===== config.mk =====
export PLATFORM = sky130hd
export DESIGN_NAME = rrp_exec
export DESIGN_NICKNAME = d
export VERILOG_FILES = /design/src/core/rrp_pkg.sv /design/src/core/rrp_alu_if.sv /design/src/core/rrp_rot_unit.sv /design/src/core/rrp_exec.sv
export SDC_FILE = /design/constraint.sdc
export NUM_CORES = 1
export LEC_CHECK = 0
export BUFFER_PORTS_ARGS = -buffer_cell sky130_fd_sc_hd__buf_2
export CAP_MARGIN = 0
export CORE_ASPECT_RATIO = 1.4
export CORE_MARGIN = 1
export CORE_UTILIZATION = 36
export CTS_BUF_LIST = sky130_fd_sc_hd__clkbuf_8
export DETAILED_ROUTE_END_ITERATION = 10
export MAX_ROUTING_LAYER = met4
export PLACE_DENSITY_LB_ADDON = 0.05
export RECOVER_POWER = 100
export SLEW_MARGIN = 20
export SYNTH_ARGS = -nofsm -noshare
export SYNTH_HDL_FRONTEND = slang
export SYNTH_SLANG_ARGS = --single-unit

===== constraint.sdc =====
create_clock -name pclk -period 4.65 [get_ports pclk]
set_input_delay 0.93 -clock pclk [delete_from_list [all_inputs] [get_ports pclk]]
set_output_delay 0.93 -clock pclk [all_outputs]
set_load 0.02 [all_outputs]

===== src/core/rrp_pkg.sv =====
package rrp_pkg;

    // data memory address and data widths
    localparam int unsigned RRP_AW = 12;
    localparam int unsigned RRP_DW = 8;

    // instruction word: [15:10] opcode, [9] destination select, [8] access select, [7:0] file address
    localparam logic [5:0]  RRP_OPC_ROTR    = 6'h10;
    localparam int unsigned RRP_OPC_MSB     = 15;
    localparam int unsigned RRP_OPC_LSB     = 10;
    localparam int unsigned RRP_OP_D_BIT    = 9;
    localparam int unsigned RRP_OP_A_BIT    = 8;
    localparam int unsigned RRP_OP_F_MSB    = 7;
    localparam int unsigned RRP_OP_W        = 16;

    // access bank: low file addresses sit in page 0, the rest in the top page
    localparam logic [7:0]  RRP_ACCESS_SPLIT = 8'h60;
    localparam logic [7:0]  RRP_INDEXED_MAX  = 8'h5f;
    localparam logic [3:0]  RRP_PAGE_LO      = 4'h0;
    localparam logic [3:0]  RRP_PAGE_HI      = 4'hf;

    // register byte offsets on the bus
    localparam logic [7:0]  RRP_OFF_OPCODE  = 8'h00;
    localparam logic [7:0]  RRP_OFF_BANK    = 8'h04;
    localparam logic [7:0]  RRP_OFF_CONFIG  = 8'h08;
    localparam logic [7:0]  RRP_OFF_INDEX   = 8'h0c;
    localparam logic [7:0]  RRP_OFF_ACC     = 8'h10;
    localparam logic [7:0]  RRP_OFF_STATUS  = 8'h14;

    // field positions
    localparam int unsigned RRP_CFG_EXT_BIT = 0;
    localparam int unsigned RRP_ST_BUSY_BIT = 0;
    localparam int unsigned RRP_ST_ZERO_BIT = 1;
    localparam int unsigned RRP_ST_NEG_BIT  = 2;
    localparam int unsigned RRP_ST_BAD_BIT  = 3;
    localparam int unsigned RRP_BANK_W      = 4;

    typedef enum logic [2:0]
    {
        RRP_IDLE    = 3'h0,
        RRP_DECODE  = 3'h1,
        RRP_READ    = 3'h3,
        RRP_PROCESS = 3'h2,
        RRP_WRITE   = 3'h6
    } rrp_state_e;

    typedef enum logic [2:0]
    {
        RRP_R_OPCODE,
        RRP_R_BANK,
        RRP_R_CONFIG,
        RRP_R_INDEX,
        RRP_R_ACC,
        RRP_R_STATUS,
        RRP_R_NONE
    } rrp_reg_e;

    typedef struct packed
    {
        rrp_state_e              st;
        logic [RRP_OP_W-1:0]     op;
        logic [RRP_BANK_W-1:0]   bank;
        logic                    ext_en;
        logic [RRP_AW-1:0]       index;
        logic [RRP_DW-1:0]       acc;
        logic                    neg;
        logic                    zero;
        logic                    bad_op;
        logic [RRP_AW-1:0]       addr;
        logic [RRP_DW-1:0]       opnd;
        logic                    rd_en;
        logic                    wr_en;
        logic [RRP_DW-1:0]       wdata;
        logic [31:0]             prdata;
        logic                    pready;
        logic                    pslverr;
        logic                    busy;
    } rrp_state_s;

    localparam rrp_state_s RRP_RESET = '0;

endpackage : rrp_pkg


===== src/core/rrp_alu_if.sv =====
`timescale 1ns/1ps
`default_nettype none
interface rrp_alu_if;
    import rrp_pkg::*;
    logic [RRP_DW-1:0] opnd;   // operand read from the file register
    logic [RRP_DW-1:0] res;    // rotated result
    logic              neg;    // result sign
    logic              zero;   // result is zero

    modport core (output opnd, input res, input neg, input zero);
    modport unit (input opnd, output res, output neg, output zero);
endinterface : rrp_alu_if
`default_nettype wire


===== src/core/rrp_rot_unit.sv =====
`timescale 1ns/1ps
`default_nettype none
module rrp_rot_unit
(
    rrp_alu_if.unit alu    // operand in, result and flags out
);
    import rrp_pkg::*;

    // bit 0 wraps to bit 7, carry neither read nor written
    assign alu.res  = {alu.opnd[0], alu.opnd[RRP_DW-1:1]};
    assign alu.neg  = alu.res[RRP_DW-1];
    assign alu.zero = (alu.res == '0);
endmodule : rrp_rot_unit
`default_nettype wire


===== src/core/rrp_exec.sv =====
// The APB interface to the registers and the address map were chosen for this implementation.
`timescale 1ns/1ps
`default_nettype none
module rrp_exec
(
    input  wire logic                      pclk,       // core clock
    input  wire logic                      presetn,    // async reset, active low
    input  wire logic                      ce,         // clock enable, freezes all state when low
    input  wire logic                      psel,       // apb select
    input  wire logic                      penable,    // apb access phase
    input  wire logic                      pwrite,     // apb direction
    input  wire logic [7:0]                paddr,      // apb byte address
    input  wire logic [31:0]               pwdata,     // apb write data
    output logic      [31:0]               prdata,     // apb read data
    output logic                           pready,     // apb ready
    output logic                           pslverr,    // apb error
    output logic      [rrp_pkg::RRP_AW-1:0] mem_addr,  // data memory address
    output logic                           mem_rd_en,  // read strobe, data back next cycle
    input  wire logic [rrp_pkg::RRP_DW-1:0] mem_rdata, // data memory read data
    output logic                           mem_wr_en,  // write strobe
    output logic      [rrp_pkg::RRP_DW-1:0] mem_wdata, // data memory write data
    output logic      [rrp_pkg::RRP_DW-1:0] acc_out,   // accumulator
    output logic                           flag_neg,   // sign flag
    output logic                           flag_zero,  // zero flag
    output logic                           busy        // instruction in flight
);
    import rrp_pkg::*;

    rrp_state_s s_reg;
    rrp_state_s s_next;
    rrp_alu_if  alu ();

    rrp_rot_unit u_rot
    (
        .alu (alu.unit)
    );

    // the rotate unit sees only the captured operand, never the live memory bus
    assign alu.opnd = s_reg.opnd;

    function automatic rrp_reg_e reg_sel(input logic [7:0] a);
        rrp_reg_e r;
        r = RRP_R_NONE;
        unique case (a)
            RRP_OFF_OPCODE: r = RRP_R_OPCODE;
            RRP_OFF_BANK:   r = RRP_R_BANK;
            RRP_OFF_CONFIG: r = RRP_R_CONFIG;
            RRP_OFF_INDEX:  r = RRP_R_INDEX;
            RRP_OFF_ACC:    r = RRP_R_ACC;
            RRP_OFF_STATUS: r = RRP_R_STATUS;
            default:        r = RRP_R_NONE;
        endcase
        return r;
    endfunction : reg_sel

    // read mux: narrow registers sit in the low bits, the rest reads as zero
    function automatic logic [31:0] read_word(input rrp_reg_e r, input rrp_state_s s);
        logic [31:0] w;
        w = '0;
        unique case (r)
            RRP_R_OPCODE: w[RRP_OP_W-1:0]    = s.op;
            RRP_R_BANK:   w[RRP_BANK_W-1:0]  = s.bank;
            RRP_R_CONFIG: w[RRP_CFG_EXT_BIT] = s.ext_en;
            RRP_R_INDEX:  w[RRP_AW-1:0]      = s.index;
            RRP_R_ACC:    w[RRP_DW-1:0]      = s.acc;
            RRP_R_STATUS:
            begin
                w[RRP_ST_BUSY_BIT] = s.busy;
                w[RRP_ST_ZERO_BIT] = s.zero;
                w[RRP_ST_NEG_BIT]  = s.neg;
                w[RRP_ST_BAD_BIT]  = s.bad_op;
            end
            RRP_R_NONE:   w = '0;
        endcase
        return w;
    endfunction : read_word

    function automatic logic op_is_rotr(input logic [RRP_OP_W-1:0] w);
        return w[RRP_OPC_MSB:RRP_OPC_LSB] == RRP_OPC_ROTR;
    endfunction : op_is_rotr

    // operand address from the opcode fields
    function automatic logic [RRP_AW-1:0] form_addr(input logic [RRP_OP_W-1:0] w,
                                                    input logic [RRP_BANK_W-1:0] bank,
                                                    input logic ext_en,
                                                    input logic [RRP_AW-1:0] index);
        logic [7:0] f;
        f = w[RRP_OP_F_MSB:0];
        if (w[RRP_OP_A_BIT])
            return {bank, f};
        // indexed offset wraps within the 12-bit data space
        else if (ext_en && (f <= RRP_INDEXED_MAX))
            return index + {RRP_PAGE_LO, f};
        else if (f < RRP_ACCESS_SPLIT)
            return {RRP_PAGE_LO, f};
        else
            return {RRP_PAGE_HI, f};
    endfunction : form_addr

    logic     acc_phase;
    logic     commit;
    logic     opc_wr;
    rrp_reg_e sel;

    // pready is a one-cycle pulse, so the second access cycle is the completing one
    assign acc_phase = psel && penable;
    assign commit    = acc_phase && s_reg.pready;
    assign sel       = reg_sel(paddr);
    assign opc_wr    = pwrite && (sel == RRP_R_OPCODE);

    always_comb
    begin
        s_next = s_reg;

        // bus: one wait state, then the transfer completes with pready
        s_next.pready  = 1'b0;
        s_next.pslverr = 1'b0;
        if (acc_phase && !s_reg.pready)
        begin
            s_next.pready = 1'b1;
            // answer formed in the wait state so prdata and pslverr leave flops
            s_next.prdata = read_word(sel, s_reg);
            if (sel == RRP_R_NONE)
                s_next.pslverr = 1'b1;
            // a new instruction is refused while one is in flight or if it is not ours
            if (opc_wr && (s_reg.st != RRP_IDLE || !op_is_rotr(pwdata[RRP_OP_W-1:0])))
                s_next.pslverr = 1'b1;
        end

        // writes take effect at the completing edge only
        if (commit && pwrite && !s_reg.pslverr)
        begin
            unique case (sel)
                RRP_R_OPCODE:
                begin
                    s_next.op = pwdata[RRP_OP_W-1:0];
                    s_next.st = RRP_DECODE;
                end
                RRP_R_BANK:   s_next.bank = pwdata[RRP_BANK_W-1:0];
                RRP_R_CONFIG: s_next.ext_en = pwdata[RRP_CFG_EXT_BIT];
                RRP_R_INDEX:  s_next.index = pwdata[RRP_AW-1:0];
                RRP_R_ACC:    s_next.acc = pwdata[RRP_DW-1:0];
                RRP_R_STATUS:
                    if (pwdata[RRP_ST_BAD_BIT])
                        s_next.bad_op = 1'b0;
                RRP_R_NONE:   ;
            endcase
        end
        // a refused opcode is remembered; no clear can race it on the same bus
        if (commit && opc_wr && s_reg.pslverr)
            s_next.bad_op = 1'b1;

        // four phases: decode, read, process, write
        s_next.rd_en = 1'b0;
        s_next.wr_en = 1'b0;
        unique case (s_reg.st)
            RRP_IDLE:    ;
            RRP_DECODE:
            begin
                // address is formed once and stands through the write phase
                s_next.addr  = form_addr(s_reg.op, s_reg.bank, s_reg.ext_en, s_reg.index);
                s_next.rd_en = 1'b1;
                s_next.st    = RRP_READ;
            end
            // memory answers the cycle after the strobe; nothing to do here
            RRP_READ:    s_next.st = RRP_PROCESS;
            RRP_PROCESS:
            begin
                s_next.opnd = mem_rdata;
                s_next.st   = RRP_WRITE;
            end
            RRP_WRITE:
            begin
                if (s_reg.op[RRP_OP_D_BIT])
                begin
                    s_next.wr_en = 1'b1;
                    s_next.wdata = alu.res;
                end
                else
                    s_next.acc = alu.res;
                // flags follow every result, whichever destination takes it
                s_next.neg  = alu.neg;
                s_next.zero = alu.zero;
                s_next.st   = RRP_IDLE;
            end
            // unused codes drop back to idle instead of locking the core
            default:     s_next.st = RRP_IDLE;
        endcase

        // busy is a flop of its own so the pin shows no decode glitch
        s_next.busy = (s_next.st != RRP_IDLE);
    end

    // a low clock enable holds every flop, bus handshake included
    always_ff @(posedge pclk or negedge presetn)
    begin
        if (!presetn)
            // idle, strobes low, flags clear
            s_reg <= RRP_RESET;
        else if (ce)
            s_reg <= s_next;
    end

    assign prdata    = s_reg.prdata;
    assign pready    = s_reg.pready;
    assign pslverr   = s_reg.pslverr;
    assign mem_addr  = s_reg.addr;
    assign mem_rd_en = s_reg.rd_en;
    assign mem_wr_en = s_reg.wr_en;
    assign mem_wdata = s_reg.wdata;
    assign acc_out   = s_reg.acc;
    assign flag_neg  = s_reg.neg;
    assign flag_zero = s_reg.zero;
    assign busy      = s_reg.busy;
endmodule : rrp_exec
`default_nettype wire


==> reports/summary.txt, run 1 <==
Crit-path max FO - 18
Layout Utilization - 38.94%
Failing checks - capacitance limit, slew limit
Post-CTS Setup Inserts - 0
Sequential power share - 55.4%
Post-place setup slack - 1301 ps
Fin nets - 595
Clock Sinks - 96
Crit path time final - 3599 ps
Post-CTS Hold Buffers - 0
Pre-Repair DR Iteration Count - 4
Layout cells sized above 1 - 18.25%
Hold Crit Class - flip-flop to flip-flop
Post-cts resize count - 0
MaxCap Viol Count - 2
Setup TNS - 0 ps
Most frequent cells in the layout - dfrtp_1, clkbuf_1, nand2_1
Final setup vio count - 0
Commonest non-fill, non-tap cell in the layout - dfrtp_1
Worst Path Required - 4910 ps
Remaining Overflow, GRT - 0
Remaining DRCs - 0
Total GRT Usage - 19.45%
GP Congestion - 0.7945
Via Count - 3636
Cells after Synth - 491
Max frequency - 0.2779 GHz
Die Y - 143.0 um
Clock group share of total power - 36.8%
I/O pins - 121
Worst vdd ir - 0.0001621 V
Vias per cell - 5.036
Fraction of registers with async set/reset - 100.0%
Combinational share of power - 7.8%
CTS tree - done
Rows - 51
Final WS setup - 1051 ps
Warnings, synthesis - 0
Outcome - finished with violations
Placed instance count - 706
Diodes inserted - 0
Cell Int Power - 1.148 mW
CTS buffer count - 9
CP arrival - 3860 ps
Non-Filler Instances - 722
Initial DRC Count - 149
Post-DR wirelength/cell - 18.10 um
Max reg flops - 37
Sw frac - 27.43%
Area growth, synth to finish - 5.895%
EDFF count, synth - 0
Final wirelength - 13070 um
Initial Util - 36.77%
Unrepaired setup endpoints after global routing - no
Port Buffer Count - 88
Clk_skew - 12.73 ps
Max Root-Sink Buffers - 2
# H-tree levels - 3
Antenna violations before repair - 0
Final ANT Viol Nets - 0
CP Launch Type - input pin
Leak - 2.514 nW
Core area - 13910 um^2
Pin count of the biggest net entering global routing - 70
Cell Area, Synth - 5115 um^2
Slew Viols, Final - 99
Final Hold Fails - 0
Clock latency on the worst-skew pair - 380 ps
Tcrit/Tclk final - 77.39%
Syn_area_per_cell - 10.42 um^2
NetSw - 434.0 uW
Die span in x - 102.7 um
Post-synthesis sequential area ratio - 46.97%
Post-place instance area - 5344 um^2
Vias in the first global route - 3655
Cell variety after synth - 57
Die area - 14700 um^2
Final Total Pwr - 1.582 mW
Worst slew pin tran - 1765 ps
Pwr dens - 292.2 nW/um^2
Crit end category - flip-flop
Rel. slew slack - -17.65%
Kind of critical path - input pin to flip-flop
Detailed placement HPWL - 9883 um
First-pass GRT wire length - 20420 um
Clock-pin transition on the worst setup and hold timing paths - 90 ps
Worst hold slack - 478.8 ps
Post-synth top flop - dfrtp_1
FF+latch count, synth - 96
Root Driver - clkbuf_8
Fin area - 5416 um^2
[cell type report]
type	count	area, um^2
Inverter	11	41.29
Tap cell	185	231.5
Clock inverter	7	78.83
Sequential cell	96	2402
Timing Repair Buffer	92	394.1
Fill cell	1474	8494
Clock buffer	9	123.9
Multi-Input combinational cell	322	2145
[worst max-delay path, cell delays in order]
cell and delay (ps):
buf_2 90, or4_1 600, or3_1 520, nor3_4 280
nand3_1 790, mux2_1 630
[per-layer routing]
layer	global-route usage [%]	vias up	wire, um
met3	2.790	12	358
met5	-	-	0
met4	6.153	0	238
li1	-	1756	-
met1	23.11	1786	5577
met2	33.61	82	6892
[Yosys cell counts (all sizes together), types with 2 or more instances]
cell type	number	area share, %
nor4	3	0.37
a31oi	2	0.24
a21oi	35	3.4
o22ai	9	1.1
o21ai	32	3.1
mux2	50	12
nand3	11	1.3
nor2b	6	0.73
dfrtp	96	47
a22oi	10	1.5
nand2b	2	0.24
xnor2	6	1.0
buf	64	9.4
o31ai	6	0.88
inv	10	0.73
nand2	43	3.2
ha	8	2.0
o21a	2	0.29
or4	3	0.51
o22a	3	0.51
nor2	27	2.0
a21o	4	0.59
clkbuf	13	0.95
a211oi	3	0.44
and2	3	0.37
nor3	8	1.1
nor3b	3	0.54
o41ai	2	0.49
nand4	5	0.61
mux2i	5	0.98
[power by group through the flow]
| stage | sequential (mW) | combinational [mW] | clock [mW] |
|---|---|---|---|
| floorplan | 0.885 | 0.0848 | 0 |
| global placement | 0.893 | 0.128 | 0 |
| detailed placement | 0.893 | 0.130 | 0 |
| CTS | 0.877 | 0.130 | 0.603 |
| global route | 0.881 | 0.139 | 0.628 |
| finish | 0.877 | 0.123 | 0.582 |
[worst paths after layout]
path | slack [ps] | cells after the start | start | endpoint
hold reg to reg | 480 | 1 | mem_addr[7]$_DFFE_PN0P_ | mem_addr[7]$_DFFE_PN0P_
min in group asynchronous | 1010 | 1 | presetn | prdata[14]$_DFFE_PN0P_
hold / removal | 480 | 1 | mem_addr[7]$_DFFE_PN0P_ | mem_addr[7]$_DFFE_PN0P_
setup / recovery | 1050 | 6 | paddr[7] | s_reg[100]$_DFFE_PN0P_
max in group asynchronous | 1430 | 2 | presetn | mem_addr[7]$_DFFE_PN0P_
setup reg to reg | 2160 | 5 | s_reg[99]$_DFFE_PN0P_ | mem_addr[7]$_DFFE_PN0P_
[kinds of logic after synthesis]
logic type,synth area share (%)
AOI/OAI and AO/OA,14.14
xor gates and xnor gates,1.027
adders and majority gates,2.348
buffers and inverters,11.20
DFF,46.97
muxes,12.57
other,0.07332
and+or+nand+nor,11.67
Power figures use the tool's default switching activity.
==> inputs of run 2 (changes only) <==
--- a/config.mk
+++ b/config.mk
@@ -5,6 +5,7 @@
 export SDC_FILE = /design/constraint.sdc
 export NUM_CORES = 1
 export LEC_CHECK = 0
+export ABC_AREA = 1
 export BUFFER_PORTS_ARGS = -buffer_cell sky130_fd_sc_hd__buf_2
 export CAP_MARGIN = 0
 export CORE_ASPECT_RATIO = 1.4
==> constraint.sdc (replaced) <==
create_clock -name pclk -period 3 [get_ports pclk]
set_input_delay 0.6 -clock pclk [delete_from_list [all_inputs] [get_ports pclk]]
set_output_delay 0.6 -clock pclk [all_outputs]
set_load 0.02 [all_outputs]
==> reports/summary.txt, run 2 <==
Outcome - complete, no violations
Pwr dens - 559.5 nW/um^2 (+92%)
FF+latch count, synth - 96 (unchanged)
Critical Path, Cell by Cell - clkbuf_1 > nor2_1 > inv_1 > nor2_8 > inv_1 > nor2_4 > clkbuf_1 > inv_1 > o21ai_1 > nand3_1 > o211ai_1
Max Root-Sink Buffers - 2 (unchanged)
Final setup vio count - 0 (unchanged)
NetSw - 1.180 mW (+170%)
I/O pins - 121 (unchanged)
Crit path max-delay cell type - clkbuf_1
Combinational share of power - 23.9% (+16 points)
Metal-1 WL - 6413 um (+15%)
CTS buffer count - 9 (unchanged)
Tcrit/Tclk final - 81.81%
Cells after Synth - 696 (+42%)
Buffers & Inverters on Critical Path - 5 (+4)
Top Metal Used - met4
Max frequency - 0.4075 GHz
Remaining Overflow, GRT - 0 (unchanged)
CP Launch Type - input pin
GP Congestion - 0.8699 (+9.5%)
Sequential power share - 51.5% (-3.9 points)
Clock-pin transition on the worst setup and hold timing paths - 90 ps (about the same)
Pre-Repair DR Iteration Count - 4 (unchanged)
Clk_skew - 15.30 ps (+2.568 ps)
Setup TNS - 0 ps (unchanged)
Hold Crit Class - input pin to asynchronous set/reset pin
Final ANT Viol Nets - 0 (unchanged)
Crit path time final - 2454 ps
Most frequent cells in the layout - nand2_1, dfrtp_1, inv_1
Via Count - 4384 (+21%)
Post-CTS Setup Inserts - 0 (unchanged)
# H-tree levels - 3 (unchanged)
MaxCap Viol Count - 0 (-2)
Post-synthesis sequential area ratio - 44.09% (-2.9 points)
Rows - 52 (+2.0%)
Clock Sinks - 96 (unchanged)
Die area - 15640 um^2 (+6.4%)
Core area - 14640 um^2 (+5.2%)
Leak - 2.906 nW (+16%)
Diodes inserted - 0 (unchanged)
Top Family by Delay on Critical Path - buffers and inverters
Worst vdd ir - 0.0002272 V (+40%)
Final Hold Fails - 0 (unchanged)
Sw frac - 36.98% (+9.6 points)
Crit-path max FO - 16 (-2)
Slew Viols, Final - 0 (-100%)
Clock latency on the worst-skew pair - 370 ps (about the same)
Fraction of registers with async set/reset - 100.0% (unchanged)
Clock group share of total power - 24.6% (-12 points)
Die Y - 147.6 um (+3.2%)
Unrepaired setup endpoints after global routing - no
Top cells by count, synth - nand2_1, dfrtp_1, inv_1
Post-cts resize count - 0 (unchanged)
Most frequent cell after synthesis - nand2_1
Cell Area, Synth - 5449 um^2 (+6.5%)
Commonest non-fill, non-tap cell in the layout - nand2_1
Met3 WL - 346 um (-3.4%)
Fin nets - 802 (+35%)
First-pass GRT wire length - 23440 um (+15%)
Pin count of the biggest net entering global routing - 39 (-44%)
Remaining DRCs - 0 (unchanged)
Vias in the first global route - 4450 (+22%)
Root Driver - clkbuf_8
Kind of critical path - input pin to flip-flop
CP arrival - 2730 ps (-1130 ps)
Crit end category - flip-flop
CTS tree - done
Post-CTS Hold Buffers - 0 (unchanged)
Layout cells sized above 1 - 9.825% (-8.4 points)
Warnings, synthesis - 0 (unchanged)
Initial Util - 37.22% (+0.45 points)
Detailed placement HPWL - 10850 um (+9.8%)
EDFF count, synth - 0 (unchanged)
Rel. slew slack - 19.66% (+37 points)
Syn_area_per_cell - 7.829 um^2 (-25%)
Post-DR wirelength/cell - 15.30 um (-15%)
Vias per cell - 4.704 (-6.6%)
Cell Int Power - 2.012 mW (+75%)
Worst path most repeated cell - inv_1
Total GRT Usage - 19.94% (+0.49 points)
Worst slew pin tran - 1205 ps (-559.6 ps)
Crit path largest cell delay - 710 ps (-80 ps)
Top-area cell type share of the netlist area - 44.09% (-2.9 points)
Worst hold slack - 219.9 ps (-258.9 ps)
Port Buffer Count - 88 (unchanged)
Antenna violations before repair - 0 (unchanged)
Initial DRC Count - 194 (+30%)
Top cells by area, synth - dfrtp_1, nand2_1, buf_4, inv_1, a21oi_1
Largest area contributor in the netlist - dfrtp_1
Max reg flops - 37 (unchanged)
Final wirelength - 14260 um (+9.1%)
Worst Path Required - 3280 ps (-1630 ps)
Area growth, synth to finish - 4.707%
Post-synth top flop - dfrtp_1
Die span in x - 106.0 um (+3.2%)
WL met2 - 7322 um (+6.2%)
Cell variety after synth - 35 (-39%)
run 2: kinds of logic after synthesis:
logic type / share of synthesized area [%]
muxes: 0.2066
buffers and inverters: 15.11
adders and majority gates: 2.204
and+or+nand+nor: 25.83
AOI/OAI and AO/OA: 12.17
xor gates and xnor gates: 0.3215
DFF: 44.09
other: 0.06882
run 2: through the flow:
step           utilization, %  instances  worst slack [ps]  instance area [um^2]  power [mW]
3_5_place_dp            39.00        917             797.0                  5709       2.497
5_1_grt                 38.97        932             359.1                  5705       3.402
2_1_floorplan               -        711              1257                  5505       2.346
3_3_place_gp            39.00        917             833.2                  5709       2.482
6_report                38.97        932             545.7                  5705       3.192
4_1_cts                 40.17        932             869.7                  5881       3.294
run 2: final cells by class:
cell class                 count  area [um^2]
fill                        1626         8934
sequential                    96         2402
multi-input combinational    466         2181
timing repair buffer          96        451.7
inverter                      70        262.8
tap                          189        236.5
clock buffer                   9        123.9
clock inverter                 6        47.55
run 2: power groups by stage:
stage          sequential [mW]  clock (mW)  combinational (mW)
2_1_floorplan             1.66           0               0.689
3_3_place_gp              1.66           0               0.820
3_5_place_dp              1.67           0               0.830
4_1_cts                   1.64       0.821               0.833
5_1_grt                   1.67       0.860               0.869
6_report                  1.64       0.785               0.765
run 2: metal layers:
metal	GRT usage, %	up-vias
met3	2.249	13
li1	-	2220
met2	34.54	86
met4	5.417	0
met5	-	-
met1	24.55	2065
run 2: worst register-to-register path: stages (launching register included):
cell	delay, ps
dfrtp_1	390
clkinv_1	90
nor2_1	190
nand2_2	60
nor2_1	300
nand3_1	630
buf_12	390
nand2_1	50
o21ai_0	70
run 2: final timing paths:
kind	from	end	slack (ps)	cells after the start
min in group pclk	pwdata[14]	s_reg[107]$_DFFE_PN0P_	470	2
setup reg to reg	pready$_DFFE_PN0P_	s_reg[100]$_DFFE_PN0P_	670	8
setup / recovery	paddr[7]	busy$_DFFE_PN0P_	550	11
hold / removal	presetn	mem_addr[3]$_DFFE_PN0P_	220	1
max in group asynchronous	presetn	mem_addr[11]$_DFFE_PN0P_	1300	2
hold reg to reg	prdata[1]$_DFFE_PN0P_	prdata[1]$_DFFE_PN0P_	480	2
